File: src/inc/rsc_cfg.svh
// register map, field positions, reset values and timing counts for the reset and clock source control
`ifndef RSC_CFG_SVH
`define RSC_CFG_SVH

`define RSC_ADDR_W         8
`define RSC_DATA_W         32
`define RSC_REG_ENABLE     8'h00
`define RSC_REG_WDLOCK     8'h04
`define RSC_REG_SWRST      8'h08
`define RSC_REG_CLKSEL     8'h0c
`define RSC_REG_CAUSE      8'h10
`define RSC_REG_STATUS     8'h14

`define RSC_ENABLE_RST     5'h01
`define RSC_WDLOCK_KEY     8'ha5
`define RSC_CAUSE_POR      8'h01

`define RSC_CAUSE_POR_BIT  0
`define RSC_CAUSE_PIN_BIT  1
`define RSC_CAUSE_SUP_BIT  2
`define RSC_CAUSE_SRC_LSB  3
`define RSC_STAT_EXT_BIT   0
`define RSC_STAT_LOCK_BIT  1
`define RSC_STAT_WDOG_BIT  2
`define RSC_STAT_ST_LSB    4

`define RSC_CLK_PERIOD_PS  4000
`define RSC_POR_DRIVE_NS   1000
`define RSC_HOLD_NS        100
`define RSC_POR_DRIVE_CYC  ((`RSC_POR_DRIVE_NS * 1000 + `RSC_CLK_PERIOD_PS - 1) / `RSC_CLK_PERIOD_PS)
`define RSC_HOLD_CYC       ((`RSC_HOLD_NS * 1000 + `RSC_CLK_PERIOD_PS - 1) / `RSC_CLK_PERIOD_PS)

`endif

File: src/inc/rsc_pkg.sv
// types shared by the reset and clock source control
package rsc_pkg;

	// maskable reset sources, bit 0 is the watchdog
	typedef struct packed {
		logic cnv;
		logic sw;
		logic cmp;
		logic mclk;
		logic wdog;
	} rsc_src_type;

	// avalon-mm slave request
	typedef struct packed {
		logic        read;
		logic        write;
		logic [7:0]  address;
		logic [31:0] writedata;
	} rsc_avs_cmd_type;

	// sequencer states, gray along por -> hold -> run
	typedef enum logic [1:0] {
		RSC_ST_POR  = 2'b00,
		RSC_ST_HOLD = 2'b01,
		RSC_ST_RUN  = 2'b11
	} rsc_state_type;

endpackage

File: src/core/rsc_sync3.sv
// three-stage input synchroniser that accepts a change once stages two and three agree
module rsc_sync3 #(
	parameter int              W    = 1,
	parameter logic [W-1:0]    INIT = '0
) (
	input  wire logic          clock,
	input  wire logic          rst,
	input  wire logic [W-1:0]  d,
	output logic      [W-1:0]  q
);
	logic [W-1:0] s1_r;
	logic [W-1:0] s2_r;
	logic [W-1:0] s3_r;
	logic [W-1:0] q_r;
	logic [W-1:0] q_nxt;

	// stage one feeds stage two only; the agreement filter looks at two and three
	always_comb begin
		for (int i = 0; i < W; i++) begin
			q_nxt[i] = (s2_r[i] == s3_r[i]) ? s3_r[i] : q_r[i];
		end
	end

	always_ff @(posedge clock or posedge rst) begin
		if (rst) begin
			s1_r <= INIT;
			s2_r <= INIT;
			s3_r <= INIT;
			q_r  <= INIT;
		end else begin
			s1_r <= d;
			s2_r <= s1_r;
			s3_r <= s2_r;
			q_r  <= q_nxt;
		end
	end

	assign q = q_r;
endmodule // rsc_sync3

File: src/core/rsc_seq.sv
// reset source collector, reset pin driver and system clock source select with avalon-mm registers
//
// The Avalon-MM interface to the registers and the register addresses were chosen for this implementation.
`include "rsc_cfg.svh"

module rsc_seq #(
	parameter int POR_DRIVE_CYC = `RSC_POR_DRIVE_CYC,
	parameter int HOLD_CYC      = `RSC_HOLD_CYC
) (
	input  wire logic                     clock,
	input  wire logic                     rst,
	input  wire rsc_pkg::rsc_avs_cmd_type avs_cmd,
	output logic                          avs_waitrequest,
	output logic [31:0]                   avs_readdata,
	input  wire logic                     rst_pin_n_in,
	output logic                          rst_pin_out,
	output logic                          rst_pin_oe,
	input  wire logic                     supply_monitor_enable_pin,
	input  wire logic                     supply_low,
	input  wire logic                     level_compare_zero,
	input  wire logic                     conversion_start_pin,
	input  wire logic                     wdog_expire,
	input  wire logic                     missing_clock,
	output logic                          wdog_enable,
	output logic                          clk_sel_ext,
	output logic                          sys_reset
);
	import rsc_pkg::*;

	localparam int CNT_W = $clog2(((POR_DRIVE_CYC > HOLD_CYC) ? POR_DRIVE_CYC : HOLD_CYC) + 1);
	localparam logic [CNT_W-1:0] POR_LOAD  = CNT_W'(POR_DRIVE_CYC - 1);
	localparam logic [CNT_W-1:0] HOLD_LOAD = CNT_W'(HOLD_CYC - 1);

	// decode shared by the read and the write path
	function automatic logic hit(input logic [7:0] addr, input logic [7:0] off);
		hit = (addr == off);
	endfunction

	// synchronised pins: {reset pin, monitor enable, supply low, comparator, conversion start}
	logic [4:0] pins_s;
	logic       pin_n_s;
	logic       supply_monitor_enable_pin_s;
	logic       sup_low_s;
	logic       cmp_s;
	logic       cnv_s;

	rsc_sync3 #(
		.W    (5),
		.INIT (5'h18)
	) u_sync (
		.clock (clock),
		.rst   (rst),
		.d     ({rst_pin_n_in, supply_monitor_enable_pin, supply_low, level_compare_zero, conversion_start_pin}),
		.q     (pins_s)
	);

	assign pin_n_s   = pins_s[4];
	assign supply_monitor_enable_pin_s   = pins_s[3];
	assign sup_low_s = pins_s[2];
	assign cmp_s     = pins_s[1];
	assign cnv_s     = pins_s[0];

	// sequencer state
	rsc_state_type    state_r;
	rsc_state_type    state_nxt;
	logic [CNT_W-1:0] cnt_r;
	logic [CNT_W-1:0] cnt_nxt;
	logic             sys_reset_r;
	logic             sys_reset_nxt;
	logic             pin_oe_r;
	logic             pin_oe_nxt;
	logic             pin_out_r;

	// software-visible state
	rsc_src_type      en_r;
	rsc_src_type      en_nxt;
	logic             lock_r;
	logic             lock_nxt;
	logic             sw_req_r;
	logic             sw_req_nxt;
	logic             clk_ext_r;
	logic             clk_ext_nxt;
	logic [7:0]       cause_r;
	logic [7:0]       cause_nxt;
	logic             wdog_en_r;
	logic             wdog_en_nxt;

	// bus state
	logic             wait_r;
	logic             wait_nxt;
	logic [31:0]      rdata_r;
	logic [31:0]      rdata_nxt;

	// request collection
	rsc_src_type      src_act;
	rsc_src_type      en_eff;
	rsc_src_type      src_hit;
	logic             sup_req;
	logic             pin_req;
	logic             any_req;
	logic [7:0]       cause_new;
	logic             req;
	logic             wr_take;

	always_comb begin
		src_act.wdog = wdog_expire;
		src_act.mclk = missing_clock;
		src_act.cmp  = cmp_s;
		src_act.sw   = sw_req_r;
		src_act.cnv  = cnv_s;
		en_eff       = en_r;
		en_eff.wdog  = en_r.wdog | lock_r;
		src_hit      = src_act & en_eff;
		sup_req      = sup_low_s & supply_monitor_enable_pin_s;
		pin_req      = ~pin_n_s;
		any_req      = (|src_hit) | sup_req | pin_req;
		cause_new    = {src_hit, sup_req, pin_req, 1'b0};
	end

	// reset sequencer: drive the pin after power-on, then hold until all requests are gone
	always_comb begin
		state_nxt  = state_r;
		cnt_nxt    = cnt_r;
		pin_oe_nxt = 1'b0;
		case (state_r)
			RSC_ST_POR: begin
				pin_oe_nxt = 1'b1;
				if (cnt_r == '0) begin
					state_nxt  = RSC_ST_HOLD;
					cnt_nxt    = HOLD_LOAD;
					pin_oe_nxt = 1'b0;
				end else begin
					cnt_nxt = cnt_r - CNT_W'(1);
				end
			end
			RSC_ST_HOLD: begin
				if (any_req) begin
					cnt_nxt = HOLD_LOAD;
				end else if (cnt_r == '0) begin
					state_nxt = RSC_ST_RUN;
				end else begin
					cnt_nxt = cnt_r - CNT_W'(1);
				end
			end
			RSC_ST_RUN: begin
				if (any_req) begin
					state_nxt = RSC_ST_HOLD;
					cnt_nxt   = HOLD_LOAD;
				end
			end
			default: begin
				state_nxt  = RSC_ST_POR;
				cnt_nxt    = POR_LOAD;
				pin_oe_nxt = 1'b1;
			end
		endcase
		// release only on a clock edge, never straight from the pins
		sys_reset_nxt = (state_nxt != RSC_ST_RUN);
	end

	always_ff @(posedge clock or posedge rst) begin
		if (rst) begin
			state_r     <= RSC_ST_POR;
			cnt_r       <= POR_LOAD;
			sys_reset_r <= 1'b1;
			pin_oe_r    <= 1'b1;
			pin_out_r   <= 1'b0;
		end else begin
			state_r     <= state_nxt;
			cnt_r       <= cnt_nxt;
			sys_reset_r <= sys_reset_nxt;
			pin_oe_r    <= pin_oe_nxt;
			pin_out_r   <= 1'b0;
		end
	end

	// bus: one wait state; the write lands on the edge that sees waitrequest low
	assign req     = avs_cmd.read | avs_cmd.write;
	assign wr_take = avs_cmd.write & ~wait_r & ~sys_reset_r;

	always_comb begin
		wait_nxt  = 1'b1;
		rdata_nxt = rdata_r;
		if (req && wait_r) begin
			wait_nxt  = 1'b0;
			rdata_nxt = 32'h0000_0000;
			if (hit(avs_cmd.address, `RSC_REG_ENABLE)) begin
				rdata_nxt[4:0] = en_r;
			end else if (hit(avs_cmd.address, `RSC_REG_WDLOCK)) begin
				rdata_nxt[0] = lock_r;
			end else if (hit(avs_cmd.address, `RSC_REG_SWRST)) begin
				rdata_nxt[0] = sw_req_r;
			end else if (hit(avs_cmd.address, `RSC_REG_CLKSEL)) begin
				rdata_nxt[0] = clk_ext_r;
			end else if (hit(avs_cmd.address, `RSC_REG_CAUSE)) begin
				rdata_nxt[7:0] = cause_r;
			end else if (hit(avs_cmd.address, `RSC_REG_STATUS)) begin
				rdata_nxt[`RSC_STAT_EXT_BIT]                  = clk_ext_r;
				rdata_nxt[`RSC_STAT_LOCK_BIT]                 = lock_r;
				rdata_nxt[`RSC_STAT_WDOG_BIT]                 = wdog_en_r;
				rdata_nxt[`RSC_STAT_ST_LSB+1:`RSC_STAT_ST_LSB] = state_r;
			end
		end
	end

	// software registers; a system reset restores defaults except the lock and the cause
	always_comb begin
		en_nxt      = en_r;
		lock_nxt    = lock_r;
		sw_req_nxt  = sw_req_r;
		clk_ext_nxt = clk_ext_r;
		if (sys_reset_r) begin
			en_nxt      = `RSC_ENABLE_RST;
			sw_req_nxt  = 1'b0;
			clk_ext_nxt = 1'b0;
		end else if (wr_take) begin
			if (hit(avs_cmd.address, `RSC_REG_ENABLE)) begin
				en_nxt = avs_cmd.writedata[4:0];
			end
			// the lock has no clear path; only the power-on reset drops it
			if (hit(avs_cmd.address, `RSC_REG_WDLOCK) && avs_cmd.writedata[7:0] == `RSC_WDLOCK_KEY) begin
				lock_nxt = 1'b1;
			end
			if (hit(avs_cmd.address, `RSC_REG_SWRST) && avs_cmd.writedata[0]) begin
				sw_req_nxt = 1'b1;
			end
			if (hit(avs_cmd.address, `RSC_REG_CLKSEL)) begin
				clk_ext_nxt = avs_cmd.writedata[0];
			end
		end
		wdog_en_nxt = en_nxt.wdog | lock_nxt;
		// cause restarts on a new reset entry and accumulates while reset holds
		if (state_r == RSC_ST_RUN) begin
			cause_nxt = any_req ? cause_new : cause_r;
		end else begin
			cause_nxt = cause_r | cause_new;
		end
	end

	always_ff @(posedge clock or posedge rst) begin
		if (rst) begin
			en_r      <= `RSC_ENABLE_RST;
			lock_r    <= 1'b0;
			sw_req_r  <= 1'b0;
			clk_ext_r <= 1'b0;
			cause_r   <= `RSC_CAUSE_POR;
			wdog_en_r <= 1'b1;
			wait_r    <= 1'b1;
			rdata_r   <= 32'h0000_0000;
		end else begin
			en_r      <= en_nxt;
			lock_r    <= lock_nxt;
			sw_req_r  <= sw_req_nxt;
			clk_ext_r <= clk_ext_nxt;
			cause_r   <= cause_nxt;
			wdog_en_r <= wdog_en_nxt;
			wait_r    <= wait_nxt;
			rdata_r   <= rdata_nxt;
		end
	end

	assign avs_waitrequest = wait_r;
	assign avs_readdata    = rdata_r;
	assign rst_pin_out     = pin_out_r;
	assign rst_pin_oe      = pin_oe_r;
	assign wdog_enable     = wdog_en_r;
	// the clock mux itself sits in the oscillator block; external element type is its concern
	assign clk_sel_ext     = clk_ext_r;
	assign sys_reset       = sys_reset_r;
endmodule // rsc_seq

File: config.mk
export PLATFORM = sky130hd
export DESIGN_NAME = rsc_seq
export DESIGN_NICKNAME = d
export VERILOG_FILES = /design/src/inc/rsc_pkg.sv /design/src/core/rsc_sync3.sv /design/src/core/rsc_seq.sv
export VERILOG_INCLUDE_DIRS = /design/src /design/src/inc
export SDC_FILE = /design/constraint.sdc
export NUM_CORES = 1
export LEC_CHECK = 0
export CAP_MARGIN = 20
export CORE_ASPECT_RATIO = 1.75
export CORE_MARGIN = 4
export CORE_UTILIZATION = 30
export CTS_CLUSTER_SIZE = 12
export DETAILED_ROUTE_END_ITERATION = 10
export DONT_BUFFER_PORTS = 1
export SLEW_MARGIN = 20
export SYNTH_ARGS = -nofsm -noshare
export SYNTH_HDL_FRONTEND = slang
export SYNTH_SLANG_ARGS = --single-unit
File: constraint.sdc
create_clock -name clock -period 4.7 [get_ports clock]
set_input_delay 0.94 -clock clock [delete_from_list [all_inputs] [get_ports clock]]
set_output_delay 0.94 -clock clock [all_outputs]
set_load 0.1 [all_outputs]
# Yosys cells after proc, flatten, opt, wreduce, memory -nomap -nowiden
# Index checks and enable logic that the tools add are counted.
[classes]
reduce_logical = 16
eq_ne = 16
mux = 41
bitwise_logic = 13
n_addsub = 1
[ops]
columns = ["cell", "count"]
rows = [
  ["$mux W8", 6],
  ["$pmux W8 S3", 1],
  ["$mux W7", 3],
  ["$mux W5", 4],
  ["$eq A8 B4 Y1 const B", 2],
  ["$eq A8 B5 Y1 const B", 2],
  ["$logic_not A8 Y1", 2],
  ["$mux W1", 15],
  ["$mux W2", 7],
  ["$mux W3", 3],
  ["$eq A8 B3 Y1 const B", 1],
  ["$eq A8 B8 Y1 const B", 1],
  ["$or A8 B8 Y8", 1],
  ["$reduce_and A2 Y1", 4],
  ["$reduce_bool A2 Y1", 4],
  ["$sub A8 B1 Y8 const B", 1],
  ["$pmux W2 S3", 1],
  ["$and A5 B5 Y5", 1],
  ["$eq A1 B1 Y1", 5],
  ["$or A1 B1 Y1", 5],
  ["$reduce_or A5 Y1", 1],
  ["$ne A2 B2 Y1 const B", 2],
  ["$and A1 B1 Y1", 3],
  ["$logic_and A1 B1 Y1", 3],
  ["other kinds (7)", 9],
]
[totals]
output_inout_bits = 38
ff_bits = 58
input_bits = 51
wordCells = 111

# Depth between registers and ports, before layout
# Gate-level depths: netlist of run 1.
[depth]
depth_word = 8
depth_mapped = 6
depth_no_buf = 6

# Hierarchy
# From an unflattened synthesis of run 1, not the netlist that was laid out.
[hier_totals]
hier_cells = 243
hier_area_um2 = 2747.6
[by_module_without_submodules]
columns = ["mod", "cells_each", "area_per_inst_um2", "instances", "seq_area_each_um2"]
rows = [
  ["rsc_seq", 217, 2177.1, 1, 965.9],
  ["rsc_sync3", 26, 570.5, 1, 510.5],
]

# Worst setup path before layout of run 1
# OpenSTA, ideal clock, no wires.
[synth_timing]
kind = "input-to-reg"
start = "input port avs_cmd[33] (netlist bit)"
end = "register wdog_en_r (netlist: wdog_enable)"
t_arrival_ns = 2.296
slack_ns = 2.319
required_ns = 4.615
setup_ns = 0.085
path_buffers = 0
stages = 4
cell_sequence = "or4b_2 -> nor4_4 -> nor3b_2 -> o21bai_1"
[synth_between]
elab_chain_len = 6
word_cells_on_any_way = 10
classes_between = "1 x eq/ne; 6 x mux; 1 x bitwise; 2 x reduce/logical"
[synth_lines]
columns = ["element", "line", "source"]
rows = [
  ["start, declared", "rsc_seq.sv:12", "input wire rsc_pkg::rsc_avs_cmd_type avs_cmd,"],
  ["$eq A8 B3 Y1", "rsc_seq.sv:36", "hit = (addr == off);"],
  ["$logic_and A1 B1 Y1 (no source line)", "-", ""],
  ["$mux W1", "rsc_seq.sv:221", "if (hit(avs_cmd.address, `RSC_REG_WDLOCK) && avs_cmd.writedata[7:0] == `RSC_WDLOCK_KEY) begin"],
  ["$mux W1", "rsc_seq.sv:216", "end else if (wr_take) begin"],
  ["$mux W1", "rsc_seq.sv:212", "if (sys_reset_r) begin"],
  ["$or A1 B1 Y1 *", "rsc_seq.sv:231", "wdog_en_nxt = en_nxt.wdog | lock_nxt;"],
  ["named net wdog_en_nxt", "rsc_seq.sv:86", "logic wdog_en_nxt;"],
  ["end signal, assigned", "rsc_seq.sv:256", "wdog_en_r <= wdog_en_nxt;"],
  ["end, declared", "rsc_seq.sv:85", "logic wdog_en_r;"],
]
# Mark *: on every way through the listed nets, which the timed path passes. The rest lies on a longest branch. The select of a mux whose other input is x is not followed.
# A chain may end at the register's enable or synchronous reset.

# Worst setup path after layout of run 1
[layout_timing]
start = "register clk_ext_r (netlist: clk_sel_ext)"
end = "output port clk_sel_ext"
[layout_lines]
columns = ["element", "line", "source"]
rows = [
  ["start, declared", "rsc_seq.sv:81", "logic clk_ext_r;"],
  ["start signal, assigned", "rsc_seq.sv:254", "clk_ext_r <= clk_ext_nxt;"],
  ["end, declared", "rsc_seq.sv:25", "output logic clk_sel_ext,"],
]
# No word-level cell between the ends.

==> results.py, run 1 <==
metrics = {
    "worst_setup_path": {
        "r2r_slack_ps": 2500,
        "crit_path_end_kind": "primary output",
        "critPathKind": "reg2out",
        "crit_end": "clk_sel_ext",
        "path_depth": 0,
        "start_kind": "flip-flop",
        "r2r_end": "wdog_enable",
        "cp_max_fo": 4,
        "reg2reg_depth": 4,
        "cp.arrival_ps": 1320,
        "critical_path.startpoint": "clk_sel_ext",
        "required_ps": 3760,
        "r2r_start": "avs_waitrequest",
    },
    "final_layout": {
        "diodes": 0,
        "fill_cells": 863,
        "drive_gt1_frac": 0.223,
        "layout.nets": 285,
        "post-route-util": 0.347,
        "syn_to_final_growth_pct": 13.0,
    },
    "cts": {
        "cts_hold_buf": 0,
        "tritoncts": "done",
        "cts_buffers": 9,
        "post_cts_resize_count": 0,
        "clock-sinks": 58,
        "htreeDepth": 3,
        "post_cts_buffers": 0,
        "ctsLongestPathBuffers": 2,
        "clkLatencyLatePin_ps": 330,
        "cts.clk_slew.worst_paths_ps": 50,
        "root_buffer": "clkbuf_16",
    },
    "global_route": {
        "grt_antenna_before_repair": 0,
        "overflow": 0,
        "grt_pass1_wl_um": 8660,
        "grt_use_total": 0.107,
        "grt_max_degree": 44,
        "grt_pass1_vias": 1720,
    },
    "yosys": {
        "syn_area_um2": 2660,
        "yosysTopAreaCell": "dfrtp_1",
        "synth_xor_area_frac": 0.00329,
        "synth.distinct_cells": 49,
        "synth_edf_count": 0,
        "muxShareOfSynthArea": 0.0517,
        "netlist_instances": 229,
        "yosys-top-cells-area": "dfrtp_1, dfstp_2, buf_4",
        "ys_ff_latch": 58,
        "ys.flop_type": "dfrtp_1",
        "yosys_warnings": 0,
        "synth_compound_area_frac": 0.125,
        "postSynthAreaPerCell_um2": 11.6,
        "synth-seq-area-share": 0.555,
        "synth_top_area_share": 0.357,
        "synthAdderAreaFrac": 0.0235,
        "synth-simple-area-share": 0.141,
        "synth_commonest_cells": "dfrtp_1, buf_4, dfstp_2",
        "async_flop_share": 1.00,
        "synth_most_common_cell": "dfrtp_1",
        "synth_top_family_by_area": "simple AND/OR/NAND/NOR gates",
    },
    "die": {
        "num_rows": 45,
        "start_util": 0.307,
        "die_x_um": 79.2,
        "die_y_um": 133,
        "core-area_um2": 8670,
        "dieArea_um2": 10500,
        "boundaryPins": 89,
    },
    "pwr": {
        "p_comb_frac": 0.087,
        "internal-power_uw": 995,
        "p_sw_uw": 360,
        "pwr-share-seq": 0.394,
        "pwr_density_cell_nw_per_um2": 451,
        "power.leakage_uw": 0.00126,
        "power_switching_share": 0.265,
        "vdd_ir_drop_max_mv": 0.227,
        "pwr-share-clk": 0.519,
    },
    "timing": {
        "min_period_ps": 2260,
        "tns_ps": 0,
        "skew_ps": 4.51,
        "rsz0062_at_grt": "false",
        "finalMaxSlewViolations": 0,
        "fmax_mhz": 442,
        "hold_viol": 0,
        "min_period_over_period": 0.481,
        "relSlewSlack": 0.341,
        "setup_viol": 0,
        "worstMarginPinSlew_ps": 989,
    },
    "hold_path": {
        "min-delay-start": "u_sync.s1_r[1]",
        "hp-class": "reg2reg",
    },
    "drt": {
        "vias": 1701,
        "drtIter0Drc": 64,
        "totalWireLength_um": 5330,
        "drc": 0,
        "wire_per_inst_um": 15.0,
        "drt_pass1_iterations": 4,
        "via_per_inst": 4.79,
        "ant_nets": 0,
    },
    "job": {
        "drv_cap": 0,
    },
    "place": {
        "portBuffers": 0,
        "gp_congestion": 0.796,
        "hpwl_um": 3980,
    },
    "status": {
        "status": "finished, final reports clean",
    },
}
==> state kept, by name (all words and copies together), names as in the netlist, 2 cells and up <==
name	flops
cnt_r	8
avs_readdata	8
u_sync.s3_r	5
u_sync.q	5
en_eff	4
u_sync.s1_r	5
cause_r	8
u_sync.s2_r	5
state_r	2
==> kinds of logic after synthesis <==
logic type	after synthesis
buf+inv	43
xor+xnor	1
fa+ha+maj	6
compound gates	44
mux	13
other cells	1
flops	58
simple gates	63
==> metrics by stage <==
stage / power, uW / cell area (um2) / std cells / setup WS, ps / hold WS [ps]
floorplan: 671 / 2750 / 253 / 2320 / 331
global placement: 659 / 2680 / 339 / 2140 / 335
detailed placement: 660 / 2680 / 339 / 2110 / 335
CTS: 1370 / 3010 / 355 / 2410 / 347
global route: 1400 / 3010 / 355 / 2400 / 353
finish: 1360 / 3010 / 355 / 2440 / 347
==> per-layer routing <==
layer  track usage  vias up  part of all wire
li1              -      788                 -
met1         0.114      843              0.37
met2         0.183       59              0.52
met3        0.0368       11             0.076
met4        0.0535        0             0.027
met5             0        -                 0
==> worst min path at each step <==
| stage | to | slack [ps] | cells past startpoint |
|---|---|---|---|
| after floorplan | u_sync.s2_r[0] | 330 | 0 |
| after global placement | u_sync.s2_r[0] | 330 | 0 |
| after detailed placement | u_sync.s2_r[0] | 330 | 0 |
| after CTS | u_sync.s2_r[1] | 350 | 0 |
| after global routing | u_sync.s2_r[0] | 350 | 0 |
| final | u_sync.s2_r[1] | 350 | 0 |
==> power by group through the flow <==
stage          clock network [uW]  logic, uW  registers (uW)
2_1_floorplan                   0        132             539
3_3_place_gp                    0        118             541
3_5_place_dp                    0        118             542
4_1_cts                       722        118             534
5_1_grt                       741        123             536
6_report                      704        118             534
==> cell usage in the layout, fill, tap and decap left out, types with 3 or more instances in the layout <==
| cell | n |
|---|---|
| nor3_1 | 11 |
| maj3_1 | 5 |
| a221o_1 | 3 |
| a21oi_1 | 7 |
| dfstp_2 | 20 |
| conb_1 | 25 |
| inv_1 | 10 |
| nor2_1 | 14 |
| a22o_1 | 9 |
| nand3_1 | 3 |
| and2_1 | 6 |
| nand2_1 | 12 |
| mux2_2 | 6 |
| mux2i_1 | 7 |
| dfrtp_1 | 38 |
| clkbuf_16 | 9 |
| o21ai_0 | 5 |
==> cell type report <==
class | count | area, um2 | share of cell area
Inverter | 11 | 41.3 | 0.0137
Multi-Input combinational cell | 152 | 1010 | 0.336
Timing Repair Buffer | 1 | 7.51 | 0.00250
Clock inverter | 7 | 101 | 0.0337
Sequential cell | 58 | 1480 | 0.491
Clock buffer | 9 | 225 | 0.0749
Tap cell | 117 | 146 | 0.0487
Note: power is estimated with default switching activity, not from simulation.
==> inputs of run 2 (changes only) <==
==> constraint.sdc (replaced) <==
create_clock -name clock -period 2.2 [get_ports clock]
set_input_delay 0.44 -clock clock [delete_from_list [all_inputs] [get_ports clock]]
set_output_delay 0.44 -clock clock [all_outputs]
set_load 0.1 [all_outputs]
==> run 2 against run 1 <==
Sequential share of layout area shrank 0.55 points. Non-clock buffer count is 10 higher. Largest cell class unchanged. Critical path depth is 5 higher. Critical path type is now reg2reg. Final area up 1.1%.
==> results.py, run 2 (same netlist as run 1, synthesis figures left out) <==
metrics = {
    "timing": {
        "worstMarginPinSlew_ps": 907,
        "skew_ps": 8.51,
        "min_period_ps": 1960,
        "relSlewSlack": 0.395,
        "min_period_over_period": 0.891,
        "finalMaxSlewViolations": 0,
        "hold_viol": 0,
        "fmax_mhz": 510,
        "setup_viol": 0,
        "rsz0062_at_grt": "false",
        "tns_ps": 0,
    },
    "worst_setup_path": {
        "cp.arrival_ps": 2150,
        "r2r_slack_ps": 240,
        "start_kind": "flip-flop",
        "critPathKind": "reg2reg",
        "cp_max_fo": 5,
        "crit_path_end_kind": "flip-flop",
        "required_ps": 2390,
    },
    "cts": {
        "tritoncts": "done",
        "cts_buffers": 9,
        "post_cts_resize_count": 0,
        "cts.clk_slew.worst_paths_ps": 50,
        "clkLatencyLatePin_ps": 320,
        "clock-sinks": 58,
        "root_buffer": "clkbuf_16",
        "post_cts_buffers": 0,
        "htreeDepth": 3,
        "cts_hold_buf": 0,
        "ctsLongestPathBuffers": 2,
    },
    "status": {
        "status": "finished, final reports clean",
    },
    "pwr": {
        "p_total_uw": 2660,
        "p_comb_frac": 0.104,
        "p_sw_uw": 738,
        "pwr-share-seq": 0.422,
        "pwr-share-clk": 0.473,
        "vdd_ir_drop_max_mv": 0.508,
        "internal-power_uw": 1920,
        "power_switching_share": 0.278,
        "pwr_density_cell_nw_per_um2": 873,
        "power.leakage_uw": 0.00129,
    },
    "drt": {
        "drt_pass1_iterations": 4,
        "drc": 0,
        "totalWireLength_um": 5510,
        "via_per_inst": 4.74,
        "vias": 1729,
        "drtIter0Drc": 66,
        "ant_nets": 0,
        "wire_per_inst_um": 15.1,
    },
    "final_layout": {
        "syn_to_final_growth_pct": 14.3,
        "diodes": 0,
        "fill_cells": 884,
        "drive_gt1_frac": 0.250,
        "layout.nets": 295,
        "final_common_cell": "dfrtp_1",
        "post-route-util": 0.351,
        "seqCellArea_um2": 1480,
        "multiInputGateArea_um2": 1010,
        "mostFrequentLayoutCells": "dfrtp_1, conb_1, dfstp_2, nor2_1, nand2_1",
    },
    "global_route": {
        "grt_antenna_before_repair": 0,
        "grt_pass1_vias": 1769,
        "grt_pass1_wl_um": 8880,
        "overflow": 0,
        "grt_max_degree": 59,
        "grt_use_total": 0.111,
    },
    "job": {
        "drv_cap": 0,
    },
    "die": {
        "start_util": 0.307,
        "die_y_um": 133,
        "boundaryPins": 89,
        "dieArea_um2": 10500,
        "num_rows": 45,
        "die_x_um": 79.2,
        "core-area_um2": 8670,
    },
    "place": {
        "hpwl_um": 4070,
        "gp_congestion": 0.787,
        "portBuffers": 0,
    },
    "hold_path": {
        "hp-class": "in2async",
    },
}
[run 2: layout make-up]
class                           count  share of cell area
Tap cell                          117              0.0481
Timing Repair Buffer               11              0.0313
Sequential cell                    58               0.485
Inverter                           11              0.0136
Clock buffer                       11              0.0798
Clock inverter                      5             0.00987
Multi-Input combinational cell    152               0.332
[run 2: critical path, cell delays in order (launching register included)]
cell and delay (ps):
dfstp_2 380, or4b_2 690, nor4_4 320, buf_4 200, mux2i_1 190, nor2_1 60
[run 2: power by group through the flow]
stage	Combinational [uW]	Sequential (uW)	Clock, uW
after floorplan	281	1150	0
after global placement	277	1140	0
after detailed placement	278	1140	0
after CTS	278	1120	1280
after global routing	288	1120	1350
final	277	1120	1260
[run 2: metrics by stage]
stage | cell area [um2] | std cells | worst slack [ps] | hold slack [ps]
floorplan | 2750 | 253 | 207 | 331
global placement | 2770 | 349 | 183 | 335
detailed placement | 2770 | 349 | 139 | 336
CTS | 3040 | 365 | 233 | 68.3
global route | 3040 | 365 | 90.2 | 81.7
finish | 3040 | 365 | 239 | 43.8
[run 2: final timing paths]
| check | start | depth (start not counted) | endpoint |
|---|---|---|---|
| worst max register to register | avs_waitrequest | 5 | en_eff[4] |
| max in group asynchronous | rst | 2 | en_r[0] |
| worst min register to register | u_sync.s1_r[0] | 0 | u_sync.s2_r[0] |
| min in group clock | supply_monitor_enable_pin | 0 | u_sync.s1_r[3] |
| worst max-delay path | avs_waitrequest | 5 | en_eff[4] |
| worst min-delay path | rst | 2 | u_sync.s1_r[0] |
[run 2: routing by layer]
metal  routed length, um  up-vias  part of all wire  GRT usage
met4                 109        0             0.020     0.0564
met5                   0        -                 0          0
li1                    -      807                 -          -
met1                2060      849              0.37      0.122
met3                 423        9             0.077     0.0368
met2                2910       64              0.53      0.189
==> inputs of run 3 (changes only) <==
--- a/config.mk
+++ b/config.mk
@@ -8,7 +8,6 @@
 export LEC_CHECK = 0
 export CAP_MARGIN = 20
 export CORE_ASPECT_RATIO = 1.75
-export CORE_MARGIN = 4
 export CORE_UTILIZATION = 30
 export CTS_CLUSTER_SIZE = 12
 export DETAILED_ROUTE_END_ITERATION = 10
==> run 3 against run 2 <==
First-iteration DRC count rose by 4.5%. Register-to-register slack better by 20 ps. Non-clock buffer count did not move. Via count up 1.3%. Flip-flop and latch count did not move. Clock skew shrank 4.8 ps. Final cell count unchanged. Die area decreased by 12%.
==> results.py, run 3 (same netlist as run 1, synthesis figures left out) <==
metrics = {
    "status": {
        "status": "finished, final reports clean",
    },
    "place": {
        "hpwl_um": 4000,
        "portBuffers": 0,
        "dp.cells": 349,
        "gp_congestion": 0.823,
    },
    "worst_setup_path": {
        "cp_max_fo": 6,
        "required_ps": 2440,
        "r2r_slack_ps": 260,
        "crit_path_end_kind": "flip-flop",
        "cp_slowest_cell": "or4b_2",
        "crit_chain": "or4b_2, nor4_4, nor3b_2, o21bai_1",
        "start_kind": "flip-flop",
        "crit_end": "wdog_enable",
        "cp.arrival_ps": 2180,
        "critical_path.startpoint": "avs_waitrequest",
        "reg2reg_depth": 4,
        "r2r_end": "wdog_enable",
        "r2r_start": "avs_waitrequest",
        "max_stage_delay_ps": 680,
        "critPathKind": "reg2reg",
    },
    "final_layout": {
        "fill_cells": 857,
        "mostFrequentLayoutCells": "dfrtp_1, conb_1, dfstp_2, nor2_1, nand2_1",
        "diodes": 0,
        "final_common_cell": "dfrtp_1",
        "layout.nets": 295,
        "syn_to_final_growth_pct": 17.3,
        "drive_gt1_frac": 0.254,
        "layoutNonFillerInstCount": 365,
    },
    "die": {
        "num_rows": 45,
        "start_util": 0.309,
        "die_y_um": 127,
        "die_x_um": 73.2,
        "boundaryPins": 89,
        "core-area_um2": 8610,
        "dieArea_um2": 9270,
    },
    "cts": {
        "root_buffer": "clkbuf_16",
        "post_cts_resize_count": 0,
        "cts_buffers": 9,
        "cts_hold_buf": 0,
        "post_cts_buffers": 0,
        "ctsLongestPathBuffers": 2,
        "clock-sinks": 58,
        "htreeDepth": 3,
        "clkLatencyLatePin_ps": 330,
        "tritoncts": "done",
        "cts.clk_slew.worst_paths_ps": 50,
    },
    "timing": {
        "min_period_ps": 1940,
        "hold_viol": 0,
        "relSlewSlack": 0.400,
        "worstMarginPinSlew_ps": 900,
        "rsz0062_at_grt": "false",
        "min_period_over_period": 0.884,
        "tns_ps": 0,
        "skew_ps": 3.69,
        "setup_viol": 0,
        "fmax_mhz": 514,
        "finalMaxSlewViolations": 0,
    },
    "global_route": {
        "grt_pass1_vias": 1776,
        "overflow": 0,
        "grt_pass1_wl_um": 8990,
        "grt_use_total": 0.133,
        "grt_max_degree": 33,
        "grt_antenna_before_repair": 0,
    },
    "drt": {
        "totalWireLength_um": 5460,
        "wire_per_inst_um": 15.0,
        "vias": 1752,
        "drc": 0,
        "via_per_inst": 4.80,
        "drt_pass1_iterations": 4,
        "drtIter0Drc": 69,
        "ant_nets": 0,
    },
    "job": {
        "drv_cap": 0,
    },
    "pwr": {
        "vdd_ir_drop_max_mv": 0.533,
        "pwr_density_cell_nw_per_um2": 943,
        "power.leakage_uw": 0.00133,
    },
    "hold_path": {
        "hp-class": "in2async",
    },
}
run 3: changes by cell type in the layout (fill, tap and decap cells not counted), sizes merged:
cell      delta
clkinvlp     -1
clkbuf       +1
clkinv       -2
bufinv       +2
run 3: worst min-delay path by stage:
stage                     depth (start not counted)              to           start
after detailed placement                          0  u_sync.s2_r[0]  u_sync.s1_r[0]
after global placement                            0  u_sync.s2_r[1]  u_sync.s1_r[1]
after floorplan                                   0  u_sync.s2_r[0]  u_sync.s1_r[0]
final                                             1  u_sync.s2_r[0]             rst
after CTS                                         1  u_sync.s1_r[0]             rst
after global routing                              1  u_sync.s1_r[0]             rst
run 3: cell type report:
type | count | area [um2] | share of cell area
Clock buffer | 12 | 267 | 0.0854
Clock inverter | 4 | 72.6 | 0.0233
Inverter | 11 | 41.3 | 0.0132
Multi-Input combinational cell | 152 | 1010 | 0.324
Sequential cell | 58 | 1480 | 0.473
Tap cell | 117 | 146 | 0.0469
Timing Repair Buffer | 11 | 108 | 0.0345
run 3: routing by layer:
metal	share of wire	global-route usage
met2	0.53	0.222
met3	0.080	0.0477
met4	0.027	0.0807
met1	0.36	0.138
met5	0	0
run 3: report_power, final:
part	total, uW	leakage (uW)	internal (uW)	switching, uW
Combinational	277	0.000478	29.0	248
Clock	1540	0.000165	1080	464
Sequential	1120	0.000692	1100	16.7
run 3: worst max-delay path: cells and delay by family, from the launching register on:
family	cells	cell delay, ps
and+or+nand+nor	3	1370
DFF	1	360
AOI/OAI and AO/OA	1	120
run 3: metrics by stage:
step	cell area [um2]	util	power, uW	hold WS, ps	worst slack [ps]
2_1_floorplan	2750	-	1430	331	207
3_3_place_gp	2780	0.323	1410	336	132
3_5_place_dp	2780	0.323	1420	335	106
4_1_cts	3120	0.362	2980	69.6	226
5_1_grt	3120	0.362	3040	94.4	169
6_report	3120	0.362	2940	55.5	256
